<file path="src/rtl/token_node_regs_pkg.sv">
/*
  Constants for the host register bank of the token-passing node controller:
  register indices, sub-address codes, bit positions, masks, reset values
  and reconfiguration timer figures.
  Assumes the bank is reached over a 32-bit AHB-Lite bus, one word per register.
*/
package token_node_regs_pkg;

  // Register indices; byte address is four times the index
  localparam logic [2:0] IDX_STATUS = 3'h0;
  localparam logic [2:0] IDX_DIAG = 3'h1;
  localparam logic [2:0] IDX_PTR_HIGH = 3'h2;
  localparam logic [2:0] IDX_PTR_LOW = 3'h3;
  localparam logic [2:0] IDX_DATA = 3'h4;
  localparam logic [2:0] IDX_SUB_SELECT = 3'h5;
  localparam logic [2:0] IDX_CONFIG = 3'h6;
  localparam logic [2:0] IDX_SHARED = 3'h7;
  localparam int IDX_LSB = 2;
  localparam int IDX_MSB = 4;
  localparam int MAP_TOP_LSB = 5;

  // Sub-address codes at the shared index
  localparam logic [2:0] SUB_TENT_ID = 3'h0;
  localparam logic [2:0] SUB_NODE_ID = 3'h1;
  localparam logic [2:0] SUB_RATE_CFG = 3'h2;
  localparam logic [2:0] SUB_NEXT_NODE = 3'h3;
  localparam logic [2:0] SUB_CLK_CFG = 3'h4;

  // Status bits
  localparam int ST_RI = 7;
  localparam int ST_POR = 4;
  localparam int ST_TEST = 3;
  localparam int ST_RECON = 2;
  localparam int ST_TMA = 1;
  localparam int ST_TA = 0;
  localparam logic [7:0] STATUS_STORED_MASK = 8'h97;
  localparam logic [7:0] STATUS_RESET = 8'h91;

  // Diagnostic bits
  localparam int DG_EXC_REFUSAL = 3;
  localparam int DG_NEW_NEXT = 1;
  localparam logic [7:0] DIAG_EVENT_MASK = 8'hfe;
  localparam logic [7:0] DIAG_READ_KEEP = 8'h0a;
  localparam logic [7:0] DIAG_RESET = 8'h00;

  // Configuration bits
  localparam int CF_RESET = 7;
  localparam int CF_CHAIN = 6;
  localparam int CF_TX_ENABLE = 5;
  localparam int CF_ET1 = 4;
  localparam int CF_ET2 = 3;
  localparam int CF_BACKPLANE = 2;
  localparam logic [7:0] CONFIG_RESET = 8'h18;

  // Sub-address register: bits 7 and 3 are plain storage, 6..4 read zero
  localparam logic [7:0] SUB_SELECT_MASK = 8'h8f;
  localparam int SEL_TOP = 2;

  // Pointer high: bits 5..3 read zero
  localparam logic [7:0] PTR_HIGH_MASK = 8'hc7;
  localparam int PH_READ_MODE = 7;
  localparam int PH_AUTO_INC = 6;

  // Setup 1 bits
  localparam int S1_LINE_DRIVER = 7;
  localparam int S1_FOUR_REFUSALS = 6;
  localparam int S1_RECEIVE_ALL = 4;
  localparam int S1_PRESCALE_MSB = 3;
  localparam int S1_PRESCALE_LSB = 1;
  localparam int S1_SLOW_ARB = 0;
  localparam logic [7:0] RATE_CFG_MASK = 8'hdf;
  localparam logic [7:0] RATE_CFG_RESET = 8'h00;

  // Setup 2 bits
  localparam int S2_FAST_READ = 7;
  localparam int S2_CLOCK_MUL_HIGH = 5;
  localparam int S2_CLOCK_MUL_LOW = 4;
  localparam int S2_ENHANCED = 3;
  localparam int S2_SKIP_IDLE = 2;
  localparam int S2_RECON_HIGH = 1;
  localparam int S2_RECON_LOW = 0;
  localparam logic [7:0] CLK_CFG_MASK = 8'hbf;
  localparam logic [7:0] CLK_CFG_RESET = 8'h00;

  // Reconfiguration timeouts at 5 Mbit/s, counted in bit times
  localparam int unsigned BIT_TIME_NS_5M = 200;
  localparam int unsigned RECON_TIME_NS_00 = 420_000_000;
  localparam int unsigned RECON_TIME_NS_01 = 105_000_000;
  localparam int unsigned RECON_TIME_NS_10 = 52_500_000;
  localparam int unsigned RECON_TIME_NS_11 = 26_250_000;
  localparam int RECON_CNT_W = 22;

  localparam logic [1:0] HTRANS_NONSEQ_BIT = 2'h2;
  localparam logic HRESP_OKAY = 1'b0;

endpackage

</file>
<file path="src/rtl/token_node_host_register_bank.sv">
/*
  Host register bank of a token-passing network node: AHB-Lite slave with
  next-node, status, diagnostic, command, RAM pointer, configuration,
  sub-address and two setup registers, plus the reconfiguration timer.
  Assumes the protocol core runs on mclk and hands over one-cycle event
  pulses and levels; reads take one wait state, writes none.
*/
// The implementer's own choices: the address map and the AHB-Lite register port.
`timescale 1ns/1ps
`default_nettype none

module token_node_host_register_bank
  import token_node_regs_pkg::*;
#(
  parameter logic [RECON_CNT_W-1:0] RECON_TICKS_00 = RECON_CNT_W'(RECON_TIME_NS_00 / BIT_TIME_NS_5M),
  parameter logic [RECON_CNT_W-1:0] RECON_TICKS_01 = RECON_CNT_W'(RECON_TIME_NS_01 / BIT_TIME_NS_5M),
  parameter logic [RECON_CNT_W-1:0] RECON_TICKS_10 = RECON_CNT_W'(RECON_TIME_NS_10 / BIT_TIME_NS_5M),
  parameter logic [RECON_CNT_W-1:0] RECON_TICKS_11 = RECON_CNT_W'(RECON_TIME_NS_11 / BIT_TIME_NS_5M)
)
(
  input wire logic mclk, // System clock, 250 MHz
  input wire logic srst, // Hardware reset, synchronous, active high
  input wire logic hsel, // AHB slave select
  input wire logic [31:0] haddr, // AHB address
  input wire logic [1:0] htrans, // AHB transfer type
  input wire logic hwrite, // AHB write
  input wire logic [2:0] hsize, // AHB size, word expected
  input wire logic [31:0] hwdata, // AHB write data
  input wire logic hready, // AHB bus ready
  output logic hreadyout, // AHB slave ready
  output logic hresp, // AHB response, always OKAY
  output logic [31:0] hrdata, // AHB read data
  input wire logic nextNodeUpdate, // Core refreshes next node, pulse
  input wire logic [7:0] nextNodeValue, // New next-node identifier
  input wire logic riSet, // Receiver inhibited set, pulse
  input wire logic riClear, // Receiver inhibited clear, pulse
  input wire logic taSet, // Transmitter available set, pulse
  input wire logic taClear, // Transmitter available clear, pulse
  input wire logic tmaSet, // Transmit acknowledged set, pulse
  input wire logic tmaClear, // Transmit acknowledged clear, pulse
  input wire logic reconSet, // Line idle timeout, pulse
  input wire logic testFlag, // Test status level
  input wire logic clearFlags, // Clear-flags command executed, pulse
  input wire logic porClearFlags, // Power-on clear-flags command executed, pulse
  input wire logic [7:0] diagEvent, // Diagnostic set pulses, bits 1,0 ignored
  input wire logic lineIdle, // Receive line idle level
  input wire logic reconRestart, // Restart reconfiguration timer, pulse
  input wire logic rateTick, // One pulse per bit time at current rate
  output logic commandStrobe, // New command written, pulse
  output logic [7:0] commandCode, // Last written command
  output logic [10:0] ramAddress, // Loaded RAM address
  output logic ramAddressLoad, // RAM address loaded, pulse
  output logic readMode, // Pointer read-data mode
  output logic autoIncrement, // Pointer auto-increment
  output logic softReset, // Software reset held, level
  output logic chainEnable, // Command chaining enable
  output logic transmitterEnable, // Transmitter enable
  output logic [1:0] extTimeout, // Extended timeout select
  output logic backplaneMode, // Backplane mode
  output logic [7:0] nodeId, // Node identifier
  output logic [7:0] tentativeId, // Tentative identifier
  output logic lineDriverOutput, // Pulse driver type
  output logic fourRefusals, // Four refusals option
  output logic receiveAll, // Receive-all mode
  output logic [2:0] clockPrescale, // Data rate prescaler
  output logic slowArbitration, // Halved arbitration speed
  output logic fastReadSelect, // Fast host read cycles
  output logic [1:0] clockMultiplier, // Internal clock multiplier select
  output logic enhancedTimingSelect, // New timing when high
  output logic skipIdleWait, // Initialise without idle line
  output logic initWriteEnable, // Initialisation sequence may be written
  output logic newNextNodeFlag, // New next node pending, level
  output logic reconTimeout // Reconfiguration timer expired, pulse
);

  typedef struct packed {
    logic [7:0] nextNode;
    logic [7:0] status;
    logic [7:0] diag;
    logic [7:0] command;
    logic cmdStrobe;
    logic [7:0] ptrHigh;
    logic [7:0] ptrLow;
    logic [10:0] ramAddr;
    logic addrLoad;
    logic [7:0] cfg;
    logic [7:0] subSelect;
    logic [7:0] tentId;
    logic [7:0] nodeIdReg;
    logic [7:0] rateCfg;
    logic [7:0] clkCfg;
    logic [7:0] rdData;
    logic dpValid;
    logic dpWrite;
    logic dpWait;
    logic dpMapped;
    logic [2:0] dpIndex;
    logic [RECON_CNT_W-1:0] reconCount;
    logic reconActive;
    logic reconFire;
  } bank_t;

  localparam bank_t BANK_RESET = '{
    nextNode: 8'h00,
    status: STATUS_RESET,
    diag: DIAG_RESET,
    command: 8'h00,
    cmdStrobe: 1'b0,
    ptrHigh: 8'h00,
    ptrLow: 8'h00,
    ramAddr: 11'h000,
    addrLoad: 1'b0,
    cfg: CONFIG_RESET,
    subSelect: 8'h00,
    tentId: 8'h00,
    nodeIdReg: 8'h00,
    rateCfg: RATE_CFG_RESET,
    clkCfg: CLK_CFG_RESET,
    rdData: 8'h00,
    dpValid: 1'b0,
    dpWrite: 1'b0,
    dpWait: 1'b0,
    dpMapped: 1'b0,
    dpIndex: 3'h0,
    reconCount: '0,
    reconActive: 1'b0,
    reconFire: 1'b0
  };

  bank_t state;
  bank_t next_state;

  // A set arriving with its clear wins, so no event is lost
  function automatic logic [7:0] setClear(input logic [7:0] cur, input logic [7:0] setv,
                                          input logic [7:0] clrv);
    setClear = setv | (cur & ~clrv);
  endfunction

  function automatic logic [7:0] bitAt(input logic b, input int pos);
    bitAt = 8'(b) << pos;
  endfunction

  function automatic logic [RECON_CNT_W-1:0] reconTicks(input logic [1:0] sel);
    case (sel)
      2'h0: reconTicks = RECON_TICKS_00;
      2'h1: reconTicks = RECON_TICKS_01;
      2'h2: reconTicks = RECON_TICKS_10;
      default: reconTicks = RECON_TICKS_11;
    endcase
  endfunction

  logic accept;
  logic readLoad;
  logic writeNow;
  logic [7:0] wByte;
  logic [2:0] sel;
  logic [7:0] readValue;
  logic [7:0] statusSet;
  logic [7:0] statusClr;
  logic [7:0] diagSet;
  logic [7:0] diagClr;

  assign accept = hsel && hready && ((htrans & HTRANS_NONSEQ_BIT) != 2'h0);
  assign readLoad = state.dpValid && !state.dpWrite && state.dpWait;
  assign writeNow = state.dpValid && state.dpWrite && state.dpMapped;
  assign wByte = hwdata[7:0];
  assign sel = state.subSelect[SEL_TOP:0];

  // Register read mux
  always_comb
  begin
    readValue = 8'h00;
    if (!state.dpMapped)
    begin
      readValue = 8'h00;
    end
    else if (state.dpIndex == IDX_STATUS)
    begin
      readValue = (state.status & STATUS_STORED_MASK) | bitAt(testFlag, ST_TEST);
    end
    else if (state.dpIndex == IDX_DIAG)
    begin
      readValue = state.diag & DIAG_EVENT_MASK;
    end
    else if (state.dpIndex == IDX_PTR_HIGH)
    begin
      readValue = state.ptrHigh & PTR_HIGH_MASK;
    end
    else if (state.dpIndex == IDX_PTR_LOW)
    begin
      readValue = state.ptrLow;
    end
    else if (state.dpIndex == IDX_SUB_SELECT)
    begin
      readValue = state.subSelect & SUB_SELECT_MASK;
    end
    else if (state.dpIndex == IDX_CONFIG)
    begin
      readValue = state.cfg;
    end
    else if (state.dpIndex == IDX_SHARED)
    begin
      case (sel)
        SUB_TENT_ID: readValue = state.tentId;
        SUB_NODE_ID: readValue = state.nodeIdReg;
        SUB_RATE_CFG: readValue = state.rateCfg;
        SUB_NEXT_NODE: readValue = state.nextNode;
        SUB_CLK_CFG: readValue = state.clkCfg;
        default: readValue = 8'h00;
      endcase
    end
  end

  always_comb
  begin
    next_state = state;
    next_state.cmdStrobe = 1'b0;
    next_state.addrLoad = 1'b0;
    next_state.reconFire = 1'b0;
    statusSet = 8'h00;
    statusClr = 8'h00;
    diagSet = diagEvent & DIAG_EVENT_MASK & ~bitAt(1'b1, DG_NEW_NEXT);
    diagClr = 8'h00;

    // Bus phases: reads wait one cycle so a preceding write is visible
    if (readLoad)
    begin
      next_state.rdData = readValue;
      next_state.dpWait = 1'b0;
      if (state.dpMapped && state.dpIndex == IDX_DIAG)
      begin
        diagClr = ~DIAG_READ_KEEP;
      end
      if (state.dpMapped && state.dpIndex == IDX_SHARED && sel == SUB_NEXT_NODE)
      begin
        diagClr = diagClr | bitAt(1'b1, DG_NEW_NEXT);
      end
    end
    else
    begin
      next_state.dpValid = accept;
      next_state.dpWrite = hwrite;
      next_state.dpWait = 1'b1;
      next_state.dpIndex = haddr[IDX_MSB:IDX_LSB];
      next_state.dpMapped = (haddr[31:MAP_TOP_LSB] == '0);
    end

    if (writeNow)
    begin
      if (state.dpIndex == IDX_DIAG)
      begin
        next_state.command = wByte;
        next_state.cmdStrobe = 1'b1;
      end
      else if (state.dpIndex == IDX_PTR_HIGH)
      begin
        next_state.ptrHigh = wByte & PTR_HIGH_MASK;
      end
      else if (state.dpIndex == IDX_PTR_LOW)
      begin
        next_state.ptrLow = wByte;
        next_state.ramAddr = {state.ptrHigh[2:0], wByte};
        next_state.addrLoad = 1'b1;
      end
      else if (state.dpIndex == IDX_SUB_SELECT)
      begin
        next_state.subSelect = wByte & SUB_SELECT_MASK;
        next_state.cfg[1:0] = wByte[1:0];
      end
      else if (state.dpIndex == IDX_CONFIG)
      begin
        next_state.cfg = wByte;
        next_state.subSelect[1:0] = wByte[1:0];
        next_state.subSelect[SEL_TOP] = 1'b0;
      end
      else if (state.dpIndex == IDX_SHARED)
      begin
        case (sel)
          SUB_TENT_ID: next_state.tentId = wByte;
          SUB_NODE_ID:
          begin
            next_state.nodeIdReg = wByte;
            statusSet = bitAt(wByte == 8'h00, ST_POR);
          end
          SUB_RATE_CFG: next_state.rateCfg = wByte & RATE_CFG_MASK;
          SUB_CLK_CFG: next_state.clkCfg = wByte & CLK_CFG_MASK;
          default: next_state.tentId = state.tentId;
        endcase
      end
    end

    // Next-node refresh from the core
    if (nextNodeUpdate)
    begin
      next_state.nextNode = nextNodeValue;
      diagSet = diagSet | bitAt(1'b1, DG_NEW_NEXT);
    end

    if (porClearFlags)
    begin
      diagClr = diagClr | bitAt(1'b1, DG_EXC_REFUSAL);
    end
    next_state.diag = setClear(state.diag, diagSet, diagClr) & DIAG_EVENT_MASK;

    statusSet = statusSet | bitAt(riSet, ST_RI) | bitAt(taSet, ST_TA)
      | bitAt(tmaSet, ST_TMA) | bitAt(reconSet, ST_RECON);
    statusClr = bitAt(riClear, ST_RI) | bitAt(taClear, ST_TA) | bitAt(tmaClear, ST_TMA)
      | bitAt(clearFlags, ST_RECON) | bitAt(clearFlags, ST_POR);
    next_state.status = setClear(state.status, statusSet, statusClr) & STATUS_STORED_MASK;

    // Timer length is sampled only at restart, a running timeout keeps its length
    if (reconRestart)
    begin
      next_state.reconCount = reconTicks(state.clkCfg[S2_RECON_HIGH:S2_RECON_LOW]);
      next_state.reconActive = 1'b1;
    end
    else if (state.reconActive && rateTick)
    begin
      if (state.reconCount <= RECON_CNT_W'(1))
      begin
        next_state.reconActive = 1'b0;
        next_state.reconFire = 1'b1;
      end
      else
      begin
        next_state.reconCount = state.reconCount - RECON_CNT_W'(1);
      end
    end

    // Software reset spares configuration and both setup registers
    if (state.cfg[CF_RESET])
    begin
      next_state.nextNode = 8'h00;
      next_state.status = STATUS_RESET;
      next_state.diag = DIAG_RESET;
      next_state.reconActive = 1'b0;
    end
  end

  always_ff @(posedge mclk)
  begin
    if (srst)
    begin
      state <= BANK_RESET;
    end
    else
    begin
      state <= next_state;
    end
  end

  assign hreadyout = !readLoad;
  assign hresp = HRESP_OKAY;
  assign hrdata = {24'h000000, state.rdData};
  assign commandStrobe = state.cmdStrobe;
  assign commandCode = state.command;
  assign ramAddress = state.ramAddr;
  assign ramAddressLoad = state.addrLoad;
  assign readMode = state.ptrHigh[PH_READ_MODE];
  assign autoIncrement = state.ptrHigh[PH_AUTO_INC];
  assign softReset = state.cfg[CF_RESET];
  assign chainEnable = state.cfg[CF_CHAIN];
  assign transmitterEnable = state.cfg[CF_TX_ENABLE];
  assign extTimeout = {state.cfg[CF_ET1], state.cfg[CF_ET2]};
  assign backplaneMode = state.cfg[CF_BACKPLANE];
  assign nodeId = state.nodeIdReg;
  assign tentativeId = state.tentId;
  assign lineDriverOutput = state.rateCfg[S1_LINE_DRIVER];
  assign fourRefusals = state.rateCfg[S1_FOUR_REFUSALS];
  assign receiveAll = state.rateCfg[S1_RECEIVE_ALL];
  assign clockPrescale = state.rateCfg[S1_PRESCALE_MSB:S1_PRESCALE_LSB];
  assign slowArbitration = state.rateCfg[S1_SLOW_ARB];
  assign fastReadSelect = state.clkCfg[S2_FAST_READ];
  assign clockMultiplier = {state.clkCfg[S2_CLOCK_MUL_HIGH], state.clkCfg[S2_CLOCK_MUL_LOW]};
  assign enhancedTimingSelect = state.clkCfg[S2_ENHANCED];
  assign skipIdleWait = state.clkCfg[S2_SKIP_IDLE];
  assign initWriteEnable = state.clkCfg[S2_SKIP_IDLE] || lineIdle;
  assign newNextNodeFlag = state.diag[DG_NEW_NEXT];
  assign reconTimeout = state.reconFire;

endmodule

`default_nettype wire

</file>
<file path="config.mk">
export PLATFORM = sky130hd
export DESIGN_NAME = token_node_host_register_bank
export DESIGN_NICKNAME = d
export VERILOG_FILES = /design/src/rtl/token_node_regs_pkg.sv /design/src/rtl/token_node_host_register_bank.sv
export SDC_FILE = /design/constraint.sdc
export NUM_CORES = 1
export LEC_CHECK = 0
export BUFFER_PORTS_ARGS = -buffer_cell sky130_fd_sc_hd__clkbuf_2
export CAP_MARGIN = 40
export CELL_PAD_IN_SITES_DETAIL_PLACEMENT = 0
export CELL_PAD_IN_SITES_GLOBAL_PLACEMENT = 1
export CORE_ASPECT_RATIO = 1.1
export CORE_MARGIN = 2
export CORE_UTILIZATION = 34
export CTS_CLUSTER_DIAMETER = 60
export DETAILED_ROUTE_END_ITERATION = 6
export PLACE_DENSITY = 0.77
export SLEW_MARGIN = 0
export SYNTH_ARGS = -nofsm -noshare
export SYNTH_HDL_FRONTEND = slang
export SYNTH_SLANG_ARGS = --single-unit
</file>
<file path="constraint.sdc">
create_clock -name mclk -period 1.9 [get_ports mclk]
set_input_delay 0.38 -clock mclk [delete_from_list [all_inputs] [get_ports mclk]]
set_output_delay 0.38 -clock mclk [all_outputs]
set_load 0.02 [all_outputs]
</file>
Yosys cells after proc, flatten, opt, wreduce, memory -nomap -nowiden
Index checks and enable logic that the tools add are counted.
- output and inout bits: 94
- flip-flop bits (word level): 140
- input port bits: 104
- bitwise logic cells: 22
- equal/unequal tests: 13
- reductions and logical operators: 37
- order comparisons: 1
- $add $sub $neg: 1
- muxes and demuxes: 34
- operator list (kind ; number):
    two-way mux 8 bit ; 10
    one-hot mux 22 bit (3 select lines) ; 1
    two-way mux 5 bit ; 8
    one-hot mux 8 bit (5 select lines) ; 1
    AND reduction 8 bit ; 4
    logical NOT 27 bit ; 1
    two-way mux 24 bit ; 1
    bitwise OR 8 bit ; 3
    two-way mux 23 bit ; 1
    less-or-equal comparator 22 x 1 -> 1 bit (second input constant) ; 1
    two-way mux 22 bit ; 1
    subtractor 22 x 1 -> 22 bit (second input constant) ; 1
    AND 8 bit ; 2
    NOT 8 bit ; 2
    bitwise OR 8 x 1 -> 8 bit ; 2
    bitwise OR 8 x 2 -> 8 bit ; 2
    bitwise OR 8 x 3 -> 8 bit ; 2
    equality test 3 x 2 -> 1 bit (second input constant) ; 4
    equality test 3 bit (second input constant) ; 4
    logical AND 1 bit ; 10
    two-way mux 2 bit ; 5
    AND reduction 5 bit ; 2
    logical NOT 8 bit ; 1
    bitwise OR 8 x 4 -> 8 bit ; 1
    other kinds (21) ; 38

Logic depth before layout (Yosys ltp)
- depth after elaboration: 14
- gate-level depth with buffers: 7
- gate-level depth less buffers: 7

Worst setup path after synthesis
Ideal clock, no wire load.
- kind: register to register
- start point: register state[2] (netlist name)
- end point: register state[22] (netlist name)
- stages on the path, launching flop included: 8
- period minus slack after synthesis: 1.984 ns
- arrival: 1.863 ns
- path slack: -0.084 ns
- library setup time: 0.121 ns
- cell sequence: dfxtp_1 inv_1 ha_1 or3b_2 nor4_1 nand3_1 xor2_1 nor2_1
- word-level cells in the longest chain between the ends: 4
- RTL lines (what ; line ; text):
    from (decl) ; token_node_host_register_bank.sv:130 ; bank_t state;
    from (signal assigned) ; token_node_host_register_bank.sv:348 ; state <= next_state;
    subtractor 22 x 1 -> 22 bit ; token_node_host_register_bank.sv:326 ; next_state.reconCount = state.reconCount - RECON_CNT_W'(1);
    two-way mux 22 bit ; token_node_host_register_bank.sv:319 ; if (state.reconCount <= RECON_CNT_W'(1))
    two-way mux 24 bit ; token_node_host_register_bank.sv:317 ; else if (state.reconActive && rateTick)
    two-way mux 23 bit ; token_node_host_register_bank.sv:312 ; if (reconRestart)
Parallel ways exist; a longest one is shown, timed or not. The select of a mux whose other input is x is not followed.
A chain may end at the register's enable or synchronous reset.

Worst setup path in the final report
- start point: register state[13] (netlist name)
- end point: register state[16] (netlist name)
The elaborated chain is that of the path after synthesis.

==> summary.md <==
| Metric | Value |
|---|---|
| Status | finished with violations |
| Failing checks | setup timing |
| CTS Buffer Depth | 2 |
| Fmax | 519 MHz |
| Avg Vias per Cell | 5.04 |
| Hold crit path type | input port to register |
| I/O Pins | 198 |
| Final hold violations | 0 |
| Nets@finish | 988 |
| IO Port Bufs | 140 |
| WHS | 0.147 ns |
| Worst Slack Setup Final | -0.0277 ns |
| Final Core Density | 43.9% |
| Final setup viols | 1 |
| Final slew viol count | 0 |
| Die Span X | 136 um |
| Syn Std Cell Area | 0.00649 mm^2 |
| Avg Cell Area, Syn | 8.67 um^2 |
| Final min period | 1.93 ns |
| Synth Flop Type | dfxtp_1 |
| Total number of vias | 5,700 |
| Clock Sinks | 126 |
| Maximum fanout along the worst path | 4 |
| Seq cells post-synth | 126 |
| Ant. Diodes | 0 |
| Initial core utilization | 35.0% |
| RSZ-0062 raised after global routing | yes |
| Post-DP HPWL | 14,200 um |
| Die area | 0.0202 mm^2 |
| Pwr dens | 845 mW/mm^2 |
| Total Wirelength | 19,600 um |
| Ys async rst share | 0% |
| Register area | 0.00252 mm^2 |
| Max_slew headroom | 60.8% |
| Remaining DRCs | 0 |
| Antenna Nets Post-Route | 0 |
| Clock skew | 0.00843 ns |
| Number of synthesized flops with an enable pin | 0 |
| Initial drt markers | 342 |
| Pin count of the biggest net entering global routing | 56 |
| Wire per inst | 17.3 um |
| Sequential share of the synthesized area | 38.9% |
| Clk_lat worst skew | 0.42 ns |
| Vias in the first global route | 5,445 |
| Final period util | 101% |
| Synth area leaders | dfxtp_1 (39%), mux2i_1 (13%), buf_4 (8.7%) |
| Maximum Capacitance Violations | 0 |
| Share of cells above drive strength 1 | 31.9% |
| Peak VDD IR | 692 uV |
| Grt ovf | 0 |
| Multi-input gate area | 0.00342 mm^2 |
| Post-synth cell types | 65 |
| Die height | 149 um |
| Clock H-tree levels | 4 |
| DRT Pass-1 Iters | 6 |
| Initial antenna violation count | 0 |
| Highest-count cells in the layout ignoring fill and taps | clkbuf_2 (140), dfxtp_1 (124), nor2_1 (110) |
| Critical Path Sink Type | register |
| TritonCTS Buffers | 17 |
| Area grow syn2layout | 25.4% |
| Yosys synthesis warning count | 0 |
| Leak | 3.42 nW |
| Data required time of the worst path | 2.25 ns |
| CTS tree | done |
| Cell accounting for the most synthesized area | dfxtp_1 |
| Top-area cell type share of the netlist area | 38.9% |
| Cell row count | 52 |
| Worst-Margin Slew | 0.587 ns |
| Global-route wire length before repair | 29,900 um |
| Post-synthesis cell count | 748 |
| GP Congestion | 0.837 |
| CP Data Arrival Time | 2.28 ns |
| Commonest non-fill, non-tap cell in the layout | clkbuf_2 |
| Root buffer cell | clkbuf_16 |
| CP startpoint kind | register |
| CTS clk-pin slew, worst paths | 0.06 ns |
| GRT Util Overall | 19.4% |
| Core Area | 0.0185 mm^2 |
| # fillers | 1,873 |
| Crit path kind | register to register |
[flip-flops by register name, indices dropped and copies added, names as in the netlist, 2 cells and up]
| signal | count |
|---|---|
| hrdata | 8 |
| nodeId | 8 |
| sel | 2 |
| clockPrescale | 3 |
| extTimeout | 2 |
| ramAddress | 4 |
| state | 64 |
| clockMultiplier | 2 |
| commandCode | 8 |
| tentativeId | 8 |
[cell usage after synthesis, types with 8 or more instances]
library cell  instances
dfxtp_1             126
nor2_1              110
mux2i_1              82
buf_4                75
clkbuf_1             42
nand2_1              38
o21ai_0              32
a21oi_1              30
nor4_1               24
inv_1                14
nand3_1              10
a22oi_1               9
ha_1                  8
nor3_1                8
o22ai_1               8
or3_1                 8
[cell families (layout without fill, tap and decap cells)]
| family | after synthesis | in the layout | share of synthesized area [%] |
|---|---|---|---|
| AO/OA/AOI/OAI | 129 | 129 | 12.9 |
| XOR/XNOR | 9 | 9 | 1.21 |
| adder cells (fa/ha/maj) | 8 | 8 | 1.54 |
| buffers and inverters | 137 | 254 | 12.3 |
| flip-flops | 126 | 126 | 38.9 |
| multiplexers | 88 | 88 | 13.9 |
| other | 1 | 25 | 0.0578 |
| AND/OR/NAND/NOR | 250 | 250 | 19.2 |
[final cells by class]
cell class / count / share of cell area, %
Clock buffer: 17 / 5.23
Timing Repair Buffer: 208 / 15.1
Inverter: 14 / 0.646
Sequential cell: 126 / 31.0
Multi-Input combinational cell: 509 / 42.0
Tap cell: 243 / 3.74
Clock inverter: 15 / 2.26
[where the power goes]
group | internal [mW] | total [mW] | switching, mW | leakage (nW)
clock network | 2.08 | 3.39 | 1.31 | 0.291
registers | 2.70 | 2.74 | 0.0398 | 1.02
logic | 0.314 | 0.748 | 0.435 | 2.10
[timing repair]
action / 4_1_cts / 5_1_grt
setup buffers: 1 / 1
endpoints found under the setup margin: 10 / 25
resized for setup: 7 / 26
pin swaps: 2 / 3
hold buffers: 0 / 0
[metal layers]
metal | part of all wire, % | routed length (um) | GRT usage [%]
met1 | 43 | 8410 | 24.1
met2 | 50 | 9720 | 32.8
met3 | 5.6 | 1100 | 5.06
met4 | 1.7 | 333 | 6.04
met5 | 0 | 0 | 0
[worst max-delay path: stages (launching register included)]
cell	delay, ns
dfxtp_1	0.31
or4_4	0.57
or3_4	0.36
or4_1	0.50
a21oi_1	0.13
[through the flow]
stage / TNS (ns) / setup slack (ns) / power [mW] / instance area (um^2) / std cells
CTS: -0.0204 / -0.0187 / 6.88 / 8000 / 1131
detailed placement: -0.190 / -0.0827 / 3.47 / 7350 / 1098
global placement: -0.108 / -0.0389 / 3.47 / 7350 / 1098
floorplan: -0.00534 / -0.00534 / 3.20 / 6590 / 772
global route: -0.304 / -0.0960 / 7.16 / 8140 / 1132
finish: -0.0277 / -0.0277 / 6.88 / 8140 / 1132
[worst paths after layout]
kind	from	endpoint	slack, ns	cells after the start
worst max-delay path	state[13]$_SDFFE_PP0P_	state[16]$_SDFFE_PP0P_	-0.03	4
worst min-delay path	riSet	state[139]$_SDFF_PP1_	0.15	2
worst max register to register	state[13]$_SDFFE_PP0P_	state[16]$_SDFFE_PP0P_	-0.03	4
worst min register to register	hrdata[3]$_SDFFE_PP0P_	hrdata[3]$_SDFFE_PP0P_	0.47	2
Note: power is estimated with default switching activity, not from simulation.
